--- src/include/iprb_map.vh ---
// register offsets, field positions and reset values of the priority bank
`ifndef IPRB_MAP_VH
`define IPRB_MAP_VH

// byte offsets on the register bus
`define IPRB_OFS_EXT1        12'h000
`define IPRB_OFS_TMR4CMP     12'h004
`define IPRB_OFS_SER2        12'h008
`define IPRB_OFS_SPI2        12'h00C
`define IPRB_OFS_CAP345      12'h010
`define IPRB_OFS_CMP5        12'h014
`define IPRB_OFS_PPORT       12'h018

// field low-bit positions; each field is three bits wide
`define IPRB_POS_HI          12
`define IPRB_POS_MID         8
`define IPRB_POS_LO4         4
`define IPRB_POS_LO0         0

// level four at reset: top bit set, lower two clear
`define IPRB_LEVEL_RESET     3'h4
`define IPRB_LEVEL_OFF       3'h0
`define IPRB_LEVEL_TOP       3'h7
`define IPRB_LEVEL_LOW       3'h1

`endif

--- src/design/iprb_level_field.v ---
// one three-bit priority field with reset to level four
`timescale 1ns/1ps
module iprb_level_field (
  input  wire       clk,
  input  wire       resetn,
  input  wire       wrEn,
  input  wire [2:0] wrData,
  output reg  [2:0] level
);
`include "iprb_map.vh"

  always @(posedge clk or negedge resetn) begin
    if (!resetn) begin
      level <= `IPRB_LEVEL_RESET;
    end else if (wrEn) begin
      level <= wrData;
    end
  end

endmodule // iprb_level_field

--- src/design/iprb_priority_bank.v ---
// apb slave holding seven interrupt priority registers
//
// Register access over APB and the register offsets were decided locally.
`timescale 1ns/1ps

// Operation
// - field 111 means level seven
// - 001 lowest level, 000 disables source
// - unimplemented bits read zero, ignore writes
// - reset sets field top bit only
// - every source starts at level four
// - ext irq one at bits 2..0
// - serial two tx 14..12, rx 10..8
// - ext irq two 6..4, timer five 2..0
// - sync serial event 6..4, fault 2..0
// - capture five, four, three placement
// - compare five at bits 6..4
// - parallel port at bits 6..4
module iprb_priority_bank (
  // clock and asynchronous active-low reset
  input  wire        clk,
  input  wire        resetn,
  // register bus
  input  wire        psel,
  input  wire        penable,
  input  wire        pwrite,
  input  wire [11:0] paddr,
  input  wire [31:0] pwdata,
  input  wire [3:0]  pstrb,
  output wire        pready,
  output wire        pslverr,
  output reg  [31:0] prdata,
  // priority levels toward the arbiter
  output wire [2:0]  ext_irq_one_level,
  output wire [2:0]  timer_four_level,
  output wire [2:0]  compare_four_level,
  output wire [2:0]  compare_three_level,
  output wire [2:0]  serial_two_tx_level,
  output wire [2:0]  serial_two_rx_level,
  output wire [2:0]  ext_irq_two_level,
  output wire [2:0]  timer_five_level,
  output wire [2:0]  sync_serial_two_event_level,
  output wire [2:0]  sync_serial_two_fault_level,
  output wire [2:0]  capture_five_level,
  output wire [2:0]  capture_four_level,
  output wire [2:0]  capture_three_level,
  output wire [2:0]  compare_five_level,
  output wire [2:0]  parallel_port_level,
  // source enables toward the arbiter
  output wire        ext_irq_one_enabled,
  output wire        timer_four_enabled,
  output wire        compare_four_enabled,
  output wire        compare_three_enabled,
  output wire        serial_two_tx_enabled,
  output wire        serial_two_rx_enabled,
  output wire        ext_irq_two_enabled,
  output wire        timer_five_enabled,
  output wire        sync_serial_two_event_enabled,
  output wire        sync_serial_two_fault_enabled,
  output wire        capture_five_enabled,
  output wire        capture_four_enabled,
  output wire        capture_three_enabled,
  output wire        compare_five_enabled,
  output wire        parallel_port_enabled
);
`include "iprb_map.vh"

  // -------------------------------------------------------------
  // bus decode
  // -------------------------------------------------------------
  localparam NFIELD = 15;

  wire        access   = psel & penable;
  wire        wrAccess = access & pwrite;
  wire        hitExt1  = (paddr == `IPRB_OFS_EXT1);
  wire        hitT4c   = (paddr == `IPRB_OFS_TMR4CMP);
  wire        hitSer2  = (paddr == `IPRB_OFS_SER2);
  wire        hitSpi2  = (paddr == `IPRB_OFS_SPI2);
  wire        hitCap   = (paddr == `IPRB_OFS_CAP345);
  wire        hitCmp5  = (paddr == `IPRB_OFS_CMP5);
  wire        hitPport = (paddr == `IPRB_OFS_PPORT);
  wire        anyHit   = hitExt1 | hitT4c | hitSer2 | hitSpi2 |
                         hitCap | hitCmp5 | hitPport;

  // zero wait states keeps the bank simple; every access ends at once
  assign pready  = 1'b1;
  // unmapped addresses answer with an error and change nothing
  assign pslverr = access & ~anyHit;

  // lane 0 holds bits 7..0, lane 1 bits 15..8 of each register
  wire loLane = pstrb[0];
  wire hiLane = pstrb[1];

  // -------------------------------------------------------------
  // write enables per register and byte lane
  // -------------------------------------------------------------
  // lanes 2 and 3 carry nothing: the upper half of every word is
  // unimplemented, so those strobes are left unread on purpose
  // fifth register: low lane only
  wire wrExt1Lo  = wrAccess & hitExt1 & loLane;
  // sixth register: both lanes
  wire wrT4cHi   = wrAccess & hitT4c & hiLane;
  wire wrT4cLo   = wrAccess & hitT4c & loLane;
  // seventh register: both lanes
  wire wrSer2Hi  = wrAccess & hitSer2 & hiLane;
  wire wrSer2Lo  = wrAccess & hitSer2 & loLane;
  // eighth register: low lane only
  wire wrSpi2Lo  = wrAccess & hitSpi2 & loLane;
  // ninth register: both lanes
  wire wrCapHi   = wrAccess & hitCap & hiLane;
  wire wrCapLo   = wrAccess & hitCap & loLane;
  // tenth register: low lane only
  wire wrCmp5Lo  = wrAccess & hitCmp5 & loLane;
  // eleventh register: low lane only
  wire wrPportLo = wrAccess & hitPport & loLane;

  // -------------------------------------------------------------
  // field storage
  // -------------------------------------------------------------
  wire [NFIELD-1:0] fieldWr;
  wire [NFIELD*3-1:0] fieldIn;
  wire [NFIELD*3-1:0] fieldOut;

  assign fieldWr[0]  = wrExt1Lo;
  assign fieldIn[2:0] = pwdata[`IPRB_POS_LO0 +: 3];
  assign fieldWr[1]  = wrT4cHi;
  assign fieldIn[5:3] = pwdata[`IPRB_POS_HI +: 3];
  assign fieldWr[2]  = wrT4cHi;
  assign fieldIn[8:6] = pwdata[`IPRB_POS_MID +: 3];
  assign fieldWr[3]  = wrT4cLo;
  assign fieldIn[11:9] = pwdata[`IPRB_POS_LO4 +: 3];
  assign fieldWr[4]  = wrSer2Hi;
  assign fieldIn[14:12] = pwdata[`IPRB_POS_HI +: 3];
  assign fieldWr[5]  = wrSer2Hi;
  assign fieldIn[17:15] = pwdata[`IPRB_POS_MID +: 3];
  assign fieldWr[6]  = wrSer2Lo;
  assign fieldIn[20:18] = pwdata[`IPRB_POS_LO4 +: 3];
  assign fieldWr[7]  = wrSer2Lo;
  assign fieldIn[23:21] = pwdata[`IPRB_POS_LO0 +: 3];
  assign fieldWr[8]  = wrSpi2Lo;
  assign fieldIn[26:24] = pwdata[`IPRB_POS_LO4 +: 3];
  assign fieldWr[9]  = wrSpi2Lo;
  assign fieldIn[29:27] = pwdata[`IPRB_POS_LO0 +: 3];
  assign fieldWr[10] = wrCapHi;
  assign fieldIn[32:30] = pwdata[`IPRB_POS_HI +: 3];
  assign fieldWr[11] = wrCapHi;
  assign fieldIn[35:33] = pwdata[`IPRB_POS_MID +: 3];
  assign fieldWr[12] = wrCapLo;
  assign fieldIn[38:36] = pwdata[`IPRB_POS_LO4 +: 3];
  assign fieldWr[13] = wrCmp5Lo;
  assign fieldIn[41:39] = pwdata[`IPRB_POS_LO4 +: 3];
  assign fieldWr[14] = wrPportLo;
  assign fieldIn[44:42] = pwdata[`IPRB_POS_LO4 +: 3];

  genvar g;
  generate
    for (g = 0; g < NFIELD; g = g + 1) begin : gField
      iprb_level_field uField (
        .clk    (clk),
        .resetn (resetn),
        .wrEn   (fieldWr[g]),
        .wrData (fieldIn[g*3 +: 3]),
        .level  (fieldOut[g*3 +: 3])
      );
    end
  endgenerate

  // -------------------------------------------------------------
  // arbitration outputs
  // -------------------------------------------------------------
  // continuous level outputs
  // fifth register
  assign ext_irq_one_level           = fieldOut[2:0];

  // sixth register
  assign timer_four_level            = fieldOut[5:3];
  assign compare_four_level          = fieldOut[8:6];
  assign compare_three_level         = fieldOut[11:9];

  // seventh register
  assign serial_two_tx_level         = fieldOut[14:12];
  assign serial_two_rx_level         = fieldOut[17:15];
  assign ext_irq_two_level           = fieldOut[20:18];
  assign timer_five_level            = fieldOut[23:21];

  // eighth register
  assign sync_serial_two_event_level = fieldOut[26:24];
  assign sync_serial_two_fault_level = fieldOut[29:27];

  // ninth register
  assign capture_five_level          = fieldOut[32:30];
  assign capture_four_level          = fieldOut[35:33];
  assign capture_three_level         = fieldOut[38:36];

  // tenth register
  assign compare_five_level          = fieldOut[41:39];

  // eleventh register
  assign parallel_port_level         = fieldOut[44:42];

  // level 111 is the top user level and passes unchanged;
  // any nonzero level from 001 upward may request service
  // seven is highest
  wire [NFIELD-1:0] srcOn;
  generate
    for (g = 0; g < NFIELD; g = g + 1) begin : gOn
      assign srcOn[g] = (fieldOut[g*3 +: 3] != `IPRB_LEVEL_OFF);
    end
  endgenerate

  // fifth register
  assign ext_irq_one_enabled           = srcOn[0];
  // sixth register
  assign timer_four_enabled            = srcOn[1];
  assign compare_four_enabled          = srcOn[2];
  assign compare_three_enabled         = srcOn[3];
  // seventh register
  assign serial_two_tx_enabled         = srcOn[4];
  assign serial_two_rx_enabled         = srcOn[5];
  assign ext_irq_two_enabled           = srcOn[6];
  assign timer_five_enabled            = srcOn[7];
  // eighth register
  assign sync_serial_two_event_enabled = srcOn[8];
  assign sync_serial_two_fault_enabled = srcOn[9];
  // ninth register
  assign capture_five_enabled          = srcOn[10];
  assign capture_four_enabled          = srcOn[11];
  assign capture_three_enabled         = srcOn[12];
  // tenth register
  assign compare_five_enabled          = srcOn[13];
  // eleventh register
  assign parallel_port_enabled         = srcOn[14];

  // -------------------------------------------------------------
  // read data
  // -------------------------------------------------------------
  // unused bits zero
  // each image ties its unimplemented positions to zero, so reads
  // return zero there whatever software wrote earlier
  // fifth register image
  wire [15:0] imgExt1 = {
    13'h0000,                // bits 15..3 unimplemented
    fieldOut[2:0]            // ext irq one
  };

  wire [15:0] imgT4c = {
    1'b0,
    fieldOut[5:3],           // timer four
    1'b0,
    fieldOut[8:6],           // compare four
    1'b0,
    fieldOut[11:9],          // compare three
    4'h0
  };

  wire [15:0] imgSer2 = {
    1'b0,
    fieldOut[14:12],         // serial two tx
    1'b0,
    fieldOut[17:15],         // serial two rx
    1'b0,
    fieldOut[20:18],         // ext irq two
    1'b0,
    fieldOut[23:21]          // timer five
  };

  wire [15:0] imgSpi2 = {
    9'h000,                  // bits 15..7 unimplemented
    fieldOut[26:24],         // sync serial event
    1'b0,
    fieldOut[29:27]          // sync serial fault
  };

  wire [15:0] imgCap = {
    1'b0,
    fieldOut[32:30],         // capture five
    1'b0,
    fieldOut[35:33],         // capture four
    1'b0,
    fieldOut[38:36],         // capture three
    4'h0
  };

  wire [15:0] imgCmp5 = {
    9'h000,                  // bits 15..7 unimplemented
    fieldOut[41:39],         // compare five
    4'h0
  };

  wire [15:0] imgPport = {
    9'h000,                  // bits 15..7 unimplemented
    fieldOut[44:42],         // parallel port
    4'h0
  };

  // -------------------------------------------------------------
  // read data register
  // -------------------------------------------------------------
  // read data is captured in the setup cycle so it already stands
  // when the access phase samples it; a write leaves it untouched
  wire rdSetup = psel & ~penable & ~pwrite;

  reg  [31:0] next_prdata;
  always @* begin
    next_prdata = prdata;
    if (rdSetup) begin
      case (paddr)
        `IPRB_OFS_EXT1:    next_prdata = {16'h0000, imgExt1};
        `IPRB_OFS_TMR4CMP: next_prdata = {16'h0000, imgT4c};
        `IPRB_OFS_SER2:    next_prdata = {16'h0000, imgSer2};
        `IPRB_OFS_SPI2:    next_prdata = {16'h0000, imgSpi2};
        `IPRB_OFS_CAP345:  next_prdata = {16'h0000, imgCap};
        `IPRB_OFS_CMP5:    next_prdata = {16'h0000, imgCmp5};
        `IPRB_OFS_PPORT:   next_prdata = {16'h0000, imgPport};
        // unmapped words read as zero
        default:           next_prdata = 32'h00000000;
      endcase
    end
  end

  always @(posedge clk or negedge resetn) begin
    if (!resetn) begin
      prdata <= 32'h00000000;
    end else begin
      prdata <= next_prdata;
    end
  end

endmodule // iprb_priority_bank

--- config.mk ---
export PLATFORM = sky130hd
export DESIGN_NAME = iprb_priority_bank
export DESIGN_NICKNAME = d
export VERILOG_FILES = /design/src/design/iprb_level_field.v /design/src/design/iprb_priority_bank.v
export VERILOG_INCLUDE_DIRS = /design/src /design/src/include
export SDC_FILE = /design/constraint.sdc
export NUM_CORES = 1
export LEC_CHECK = 0
export BUFFER_PORTS_ARGS = -buffer_cell sky130_fd_sc_hd__buf_4
export CAP_MARGIN = 10
export CORE_MARGIN = 5
export CORE_UTILIZATION = 45
export CTS_BUF_LIST = sky130_fd_sc_hd__clkbuf_2
export CTS_CLUSTER_SIZE = 14
export DETAILED_ROUTE_END_ITERATION = 6
export GPL_TIMING_DRIVEN = 0
export PLACE_DENSITY_LB_ADDON = 0.05
export REMOVE_ABC_BUFFERS = 1
export SLEW_MARGIN = 30
export SYNTH_ARGS = -nofsm -noshare
export SYNTH_HDL_FRONTEND = slang
export SYNTH_HIERARCHICAL = 1
export SYNTH_SLANG_ARGS = --single-unit
--- constraint.sdc ---
create_clock -name clk -period 4.5 [get_ports clk]
set_input_delay 0.9 -clock clk [delete_from_list [all_inputs] [get_ports clk]]
set_output_delay 0.9 -clock clk [all_outputs]
set_load 0.005 [all_outputs]
# Yosys cells after proc, flatten, opt, wreduce, memory -nomap -nowiden
# Cells that the tools add are included.
classes:
  bitwise: 31
  n_mul: 0
  addsub: 0
  n_shift: 0
  n_lt_le_gt_ge: 0
  n_reduce_logical: 16
  div: 0
  n_mux: 1
  eq_ne: 6
ops:
  columns: ["operator", "n"]
  rows:
  - ["$pmux W15 S7", 1]
  - ["$reduce_bool A3 Y1", 15]
  - ["$eq A12 B5 Y1 const B", 3]
  - ["$eq A12 B4 Y1 const B", 2]
  - ["$and A1 B1 Y1", 22]
  - ["$eq A12 B3 Y1 const B", 1]
  - ["$logic_not A12 Y1", 1]
  - ["$or A1 B1 Y1", 6]
  - ["$not A1 Y1", 3]
word_totals:
  regBits: 77
  output_inout_bits: 94
  mem_bits_rw: 0
  memories: 0
  wordCells: 70
  rom_bits: 0
  latchBits: 0

# Depth between registers and ports, before layout
logic_depth:
  depth_word: 9
  ltp_mapped: 7
  depth_no_buf: 5

# By module
# Netlist, hierarchy kept.
by_module_without_submodules:
  columns: ["mod", "seq_area_each_um2", "cells_each", "area_each_um2", "instances"]
  rows:
  - ["iprb_level_field", 76.3, 6, 110.1, 15]
  - ["iprb_priority_bank", 300.3, 154, 1282.5, 1]

# Worst setup path before layout
# No wires, ideal clock.
synth_path:
  path_kind: "input-to-output"
  startpoint: "input paddr[9]"
  endpoint: "output pslverr"
  slack_ns: 1.471
  path_buffers: 1
  stages: 4
  t_required_ns: 3.600
  t_arrival_ns: 2.129
  path_cell_list: "or4_4 > buf_6 > a2111o_1 > and3_1"
synth_via:
  elab_chain_len: 9
synth_lines:
  columns: ["item", "line", "text"]
  rows:
  - ["start, declared", "iprb_priority_bank.v:27", "input wire [11:0] paddr,"]
  - ["$eq A12 B3 Y1 or $logic_not A12 Y1 (tied branches)", null, null]
  - ["$or A1 B1 Y1 (4 in a row)", "iprb_priority_bank.v:82", "wire anyHit = hitExt1 | hitT4c | hitSer2 | hitSpi2 |"]
  - ["$or A1 B1 Y1", "iprb_priority_bank.v:83", "hitCap | hitCmp5 | hitPport;"]
  - ["$or A1 B1 Y1 *", "iprb_priority_bank.v:83", null]
  - ["$not A1 Y1 *", "iprb_priority_bank.v:88", "assign pslverr = access & ~anyHit;"]
  - ["$and A1 B1 Y1 *", "iprb_priority_bank.v:88", null]
  - ["end, declared", "iprb_priority_bank.v:31", "output wire pslverr,"]
# Every way passes the cells marked *; elsewhere a longest branch is shown, timed or not.

# Worst setup path in the final report
# Same ends and word-level chain as after synthesis.

==> summary.md <==
| Metric | Value |
|---|---|
| Post-Place Worst Slack | `0.983 ns` |
| Top Ports | `147` |
| Layout cells sized above 1 | `0.558` |
| Seq. cell area | `0.00145 mm2` |
| Vias in the first global route | `2410` |
| Crit Path Category | `in2out` |
| Largest net degree at the start of global routing | `58` |
| Initial antenna violation count | `0` |
| Post-Synthesis Cell Area | `0.00293 mm2` |
| Setup_tns | `0 ns` |
| GRT Overall Usage | `0.187` |
| Share of the synthesized area in the top cell type | `0.358` |
| Residual DRC count | `0` |
| R2R Setup Slk | `3.22 ns` |
| Crit path max fanout | `8` |
| Leakage | `1.91 nW` |
| Final hold violations | `0` |
| Final clock skew | `0.0215 ns` |
| Area of the multi-input gates | `0.00137 mm2` |
| Nets | `401` |
| Reg2Reg Depth | `4` |
| CTS sink count | `57` |
| Ys flop type | `dfrtp_1` |
| #FFs+latches synth | `57` |
| WP data arrival | `2.39 ns` |
| IO Port Bufs | `103` |
| Final core utilization | `0.598` |
| Post-Synth Adder-Cell Area | `0` |
| Synth cell count leaders | `45 x mux2_2, 42 x dfrtp_1, 21 x buf_4, 17 x or3_1, 15 x dfstp_2` |
| Final ANT Viol Nets | `0` |
| Die Footprint | `0.00823 mm2` |
| Fin. max-slew vios | `0` |
| Combinational family with the most area after synthesis | `multiplexers` |
| H-Tree Depth | `3` |
| IR drop worst, VDD | `140 uV` |
| Max-cap violations | `0` |
| CTS tree | `built` |
| WP data required | `3.60 ns` |
| Most common cell in the netlist | `mux2_2` |
| Row cnt | `29` |
| Clock latency on the worst-skew pair | `0.47 ns` |
| Critical Path End | `pslverr` |
| Drt first pass iters | `5` |
| Initial Utilization | `0.462` |
| PostCTS Resize Cnt | `0` |
| GPL Wtd Cong | `0.805` |
| Crit. End Element | `output port` |
| Largest cells by area after synthesis | `dfrtp_1 36%, mux2_2 17%, dfstp_2 13%` |
| Reg clk slew, reported paths | `0.15 ns` |
| Final setup viols | `0` |
| Yosys top cell by area | `dfrtp_1` |
| Worst hold path class | `in2async` |
| Post-synthesis compound-gate area fraction | `0.102` |
| EDFF count, synth | `0` |
| Worst-margin pin slew | `0.725 ns` |
| Hold_buf cts | `0` |
| Clk buf depth | `2` |
| Die width | `90.7 um` |
| Pwr/cell area | `233 mW/mm2` |
| First-pass GRT wire length | `12400 um` |
| Critical Path Start Type | `primary input` |
| Post-CTS Setup Inserts | `0` |
| Simple-Gate Fraction of Synth Area | `0.137` |
| Drt initial violations | `68` |
| Root buf cell | `clkbuf_2` |
| Vias per cell | `5.31` |
| Fillcell total | `581` |
| CTS Buf Count | `9` |
| Seq/Total Area, Yosys | `0.493` |
| Final Cycle Share | `0.732` |
| Setup WS post-layout | `1.21 ns` |
| YS warnings | `6` |
| Total gr overflow | `0` |
| Hpwl dp | `5680 um` |
| Cells after synthesis | `244` |
| Via count | `2284` |
| Xor/xnor cell area share of the yosys netlist | `0` |
| Synth cell types | `40` |
| Fin crit period | `3.29 ns` |
| Core region area | `0.00635 mm2` |
| Mapped Avg Cell Area | `12.0 um2` |
| Max-Slew Margin vs Limit | `0.517` |
| Critical R2R Capture | `prdata[5]` |
| Area grow syn2layout | `29.5%` |
| Diode count | `0` |
| Post-DR wirelength/cell | `17.4 um` |
| Unrepaired setup endpoints after global routing | `false` |
| Die height | `90.7 um` |
| FF-to-FF Start | `gField[13].uField/level[1]` |
| Fmax | `304 MHz` |
| Post-synthesis async set-or-reset flop share | `1.00` |
| Post-synthesis mux area share | `0.193` |
| Outcome | `completed` |
| Critical Path Start | `paddr[9]` |
| Total Routed Length | `7490 um` |
## worst min-delay path by stage
| stage | startpoint | slack, ns | cells past startpoint | endpoint |
|---|---|---|---|---|
| 2_1_floorplan | prdata[10] | 0.48 | 2 | prdata[10] |
| 3_3_place_gp | prdata[5] | 0.47 | 2 | prdata[5] |
| 3_5_place_dp | prdata[5] | 0.48 | 2 | prdata[5] |
| 4_1_cts | resetn | 0.46 | 1 | prdata[13] |
| 5_1_grt | resetn | 0.48 | 1 | prdata[9] |
| 6_report | resetn | 0.46 | 1 | prdata[13] |
## area by class of cell
class	count	area share
flip-flops and latches	57	0.380
multi-input cells	175	0.361
repair buffers	104	0.205
well taps	77	0.0254
clock buffers	11	0.0145
clock inverters	5	0.0125
inverters	1	0.000988
## worst max-delay path, stage by stage
cell and delay [ns]:
buf_4 0.11, or4_4 0.60, a2111o_1 0.46, and3_1 0.20
buf_4 0.13
## where the power goes
group          internal (W)   total, W  switching (W)
Clock              0.000128   0.000310       0.000182
Combinational     0.0000238  0.0000605      0.0000367
Sequential         0.000514   0.000514    0.000000285
## cells in the final DEF, fill, tap and decap left out, drive strengths merged, types with 3 or more instances in the layout
cell type,netlist,final
dfrtp,42,42
mux2i,6,6
clkinv,0,4
a2bb2oi,6,6
a41oi,3,3
a32oi,3,3
clkbuf,6,11
dfstp,15,15
conb,2,21
buf,24,104
a22oi,8,8
or3,17,17
o21ai,10,10
nor4,4,4
nand2,12,12
nor3,3,3
mux2,45,45
and2,4,4
nor2,8,8
## stage by stage
stage | hold slack, ns | power [W] | cells | instance area [um2]
floorplan | 0.477 | 0.000539 | 233 | 2800
global placement | 0.465 | 0.000582 | 413 | 3670
detailed placement | 0.477 | 0.000583 | 414 | 3690
CTS | 0.462 | 0.000894 | 430 | 3790
global route | 0.481 | 0.000928 | 430 | 3800
finish | 0.460 | 0.000884 | 430 | 3800
## metal layers
| layer | vias to the layer above | part of all wire | global-route usage |
|---|---|---|---|
| met4 | 0 | 0.023 | 0.0806 |
| met1 | 1099 | 0.46 | 0.262 |
| met3 | 13 | 0.064 | 0.0458 |
| met2 | 89 | 0.45 | 0.274 |
| li1 | 1083 | - | - |
| met5 | - | 0 | 0 |
## registers in the layout, indices dropped and copies added, names as in the netlist
signal               flops
prdata                  12
gField.uField/level     45
## logic make-up (layout without fill, tap and decap cells)
kind of cell	Yosys count	count (layout)
AOI/OAI and AO/OA	37	37
and+or+nand+nor	66	66
other	2	21
buffers and inverters	31	121
DFF	57	57
muxes	51	51
(Power assumes the default switching activity.)
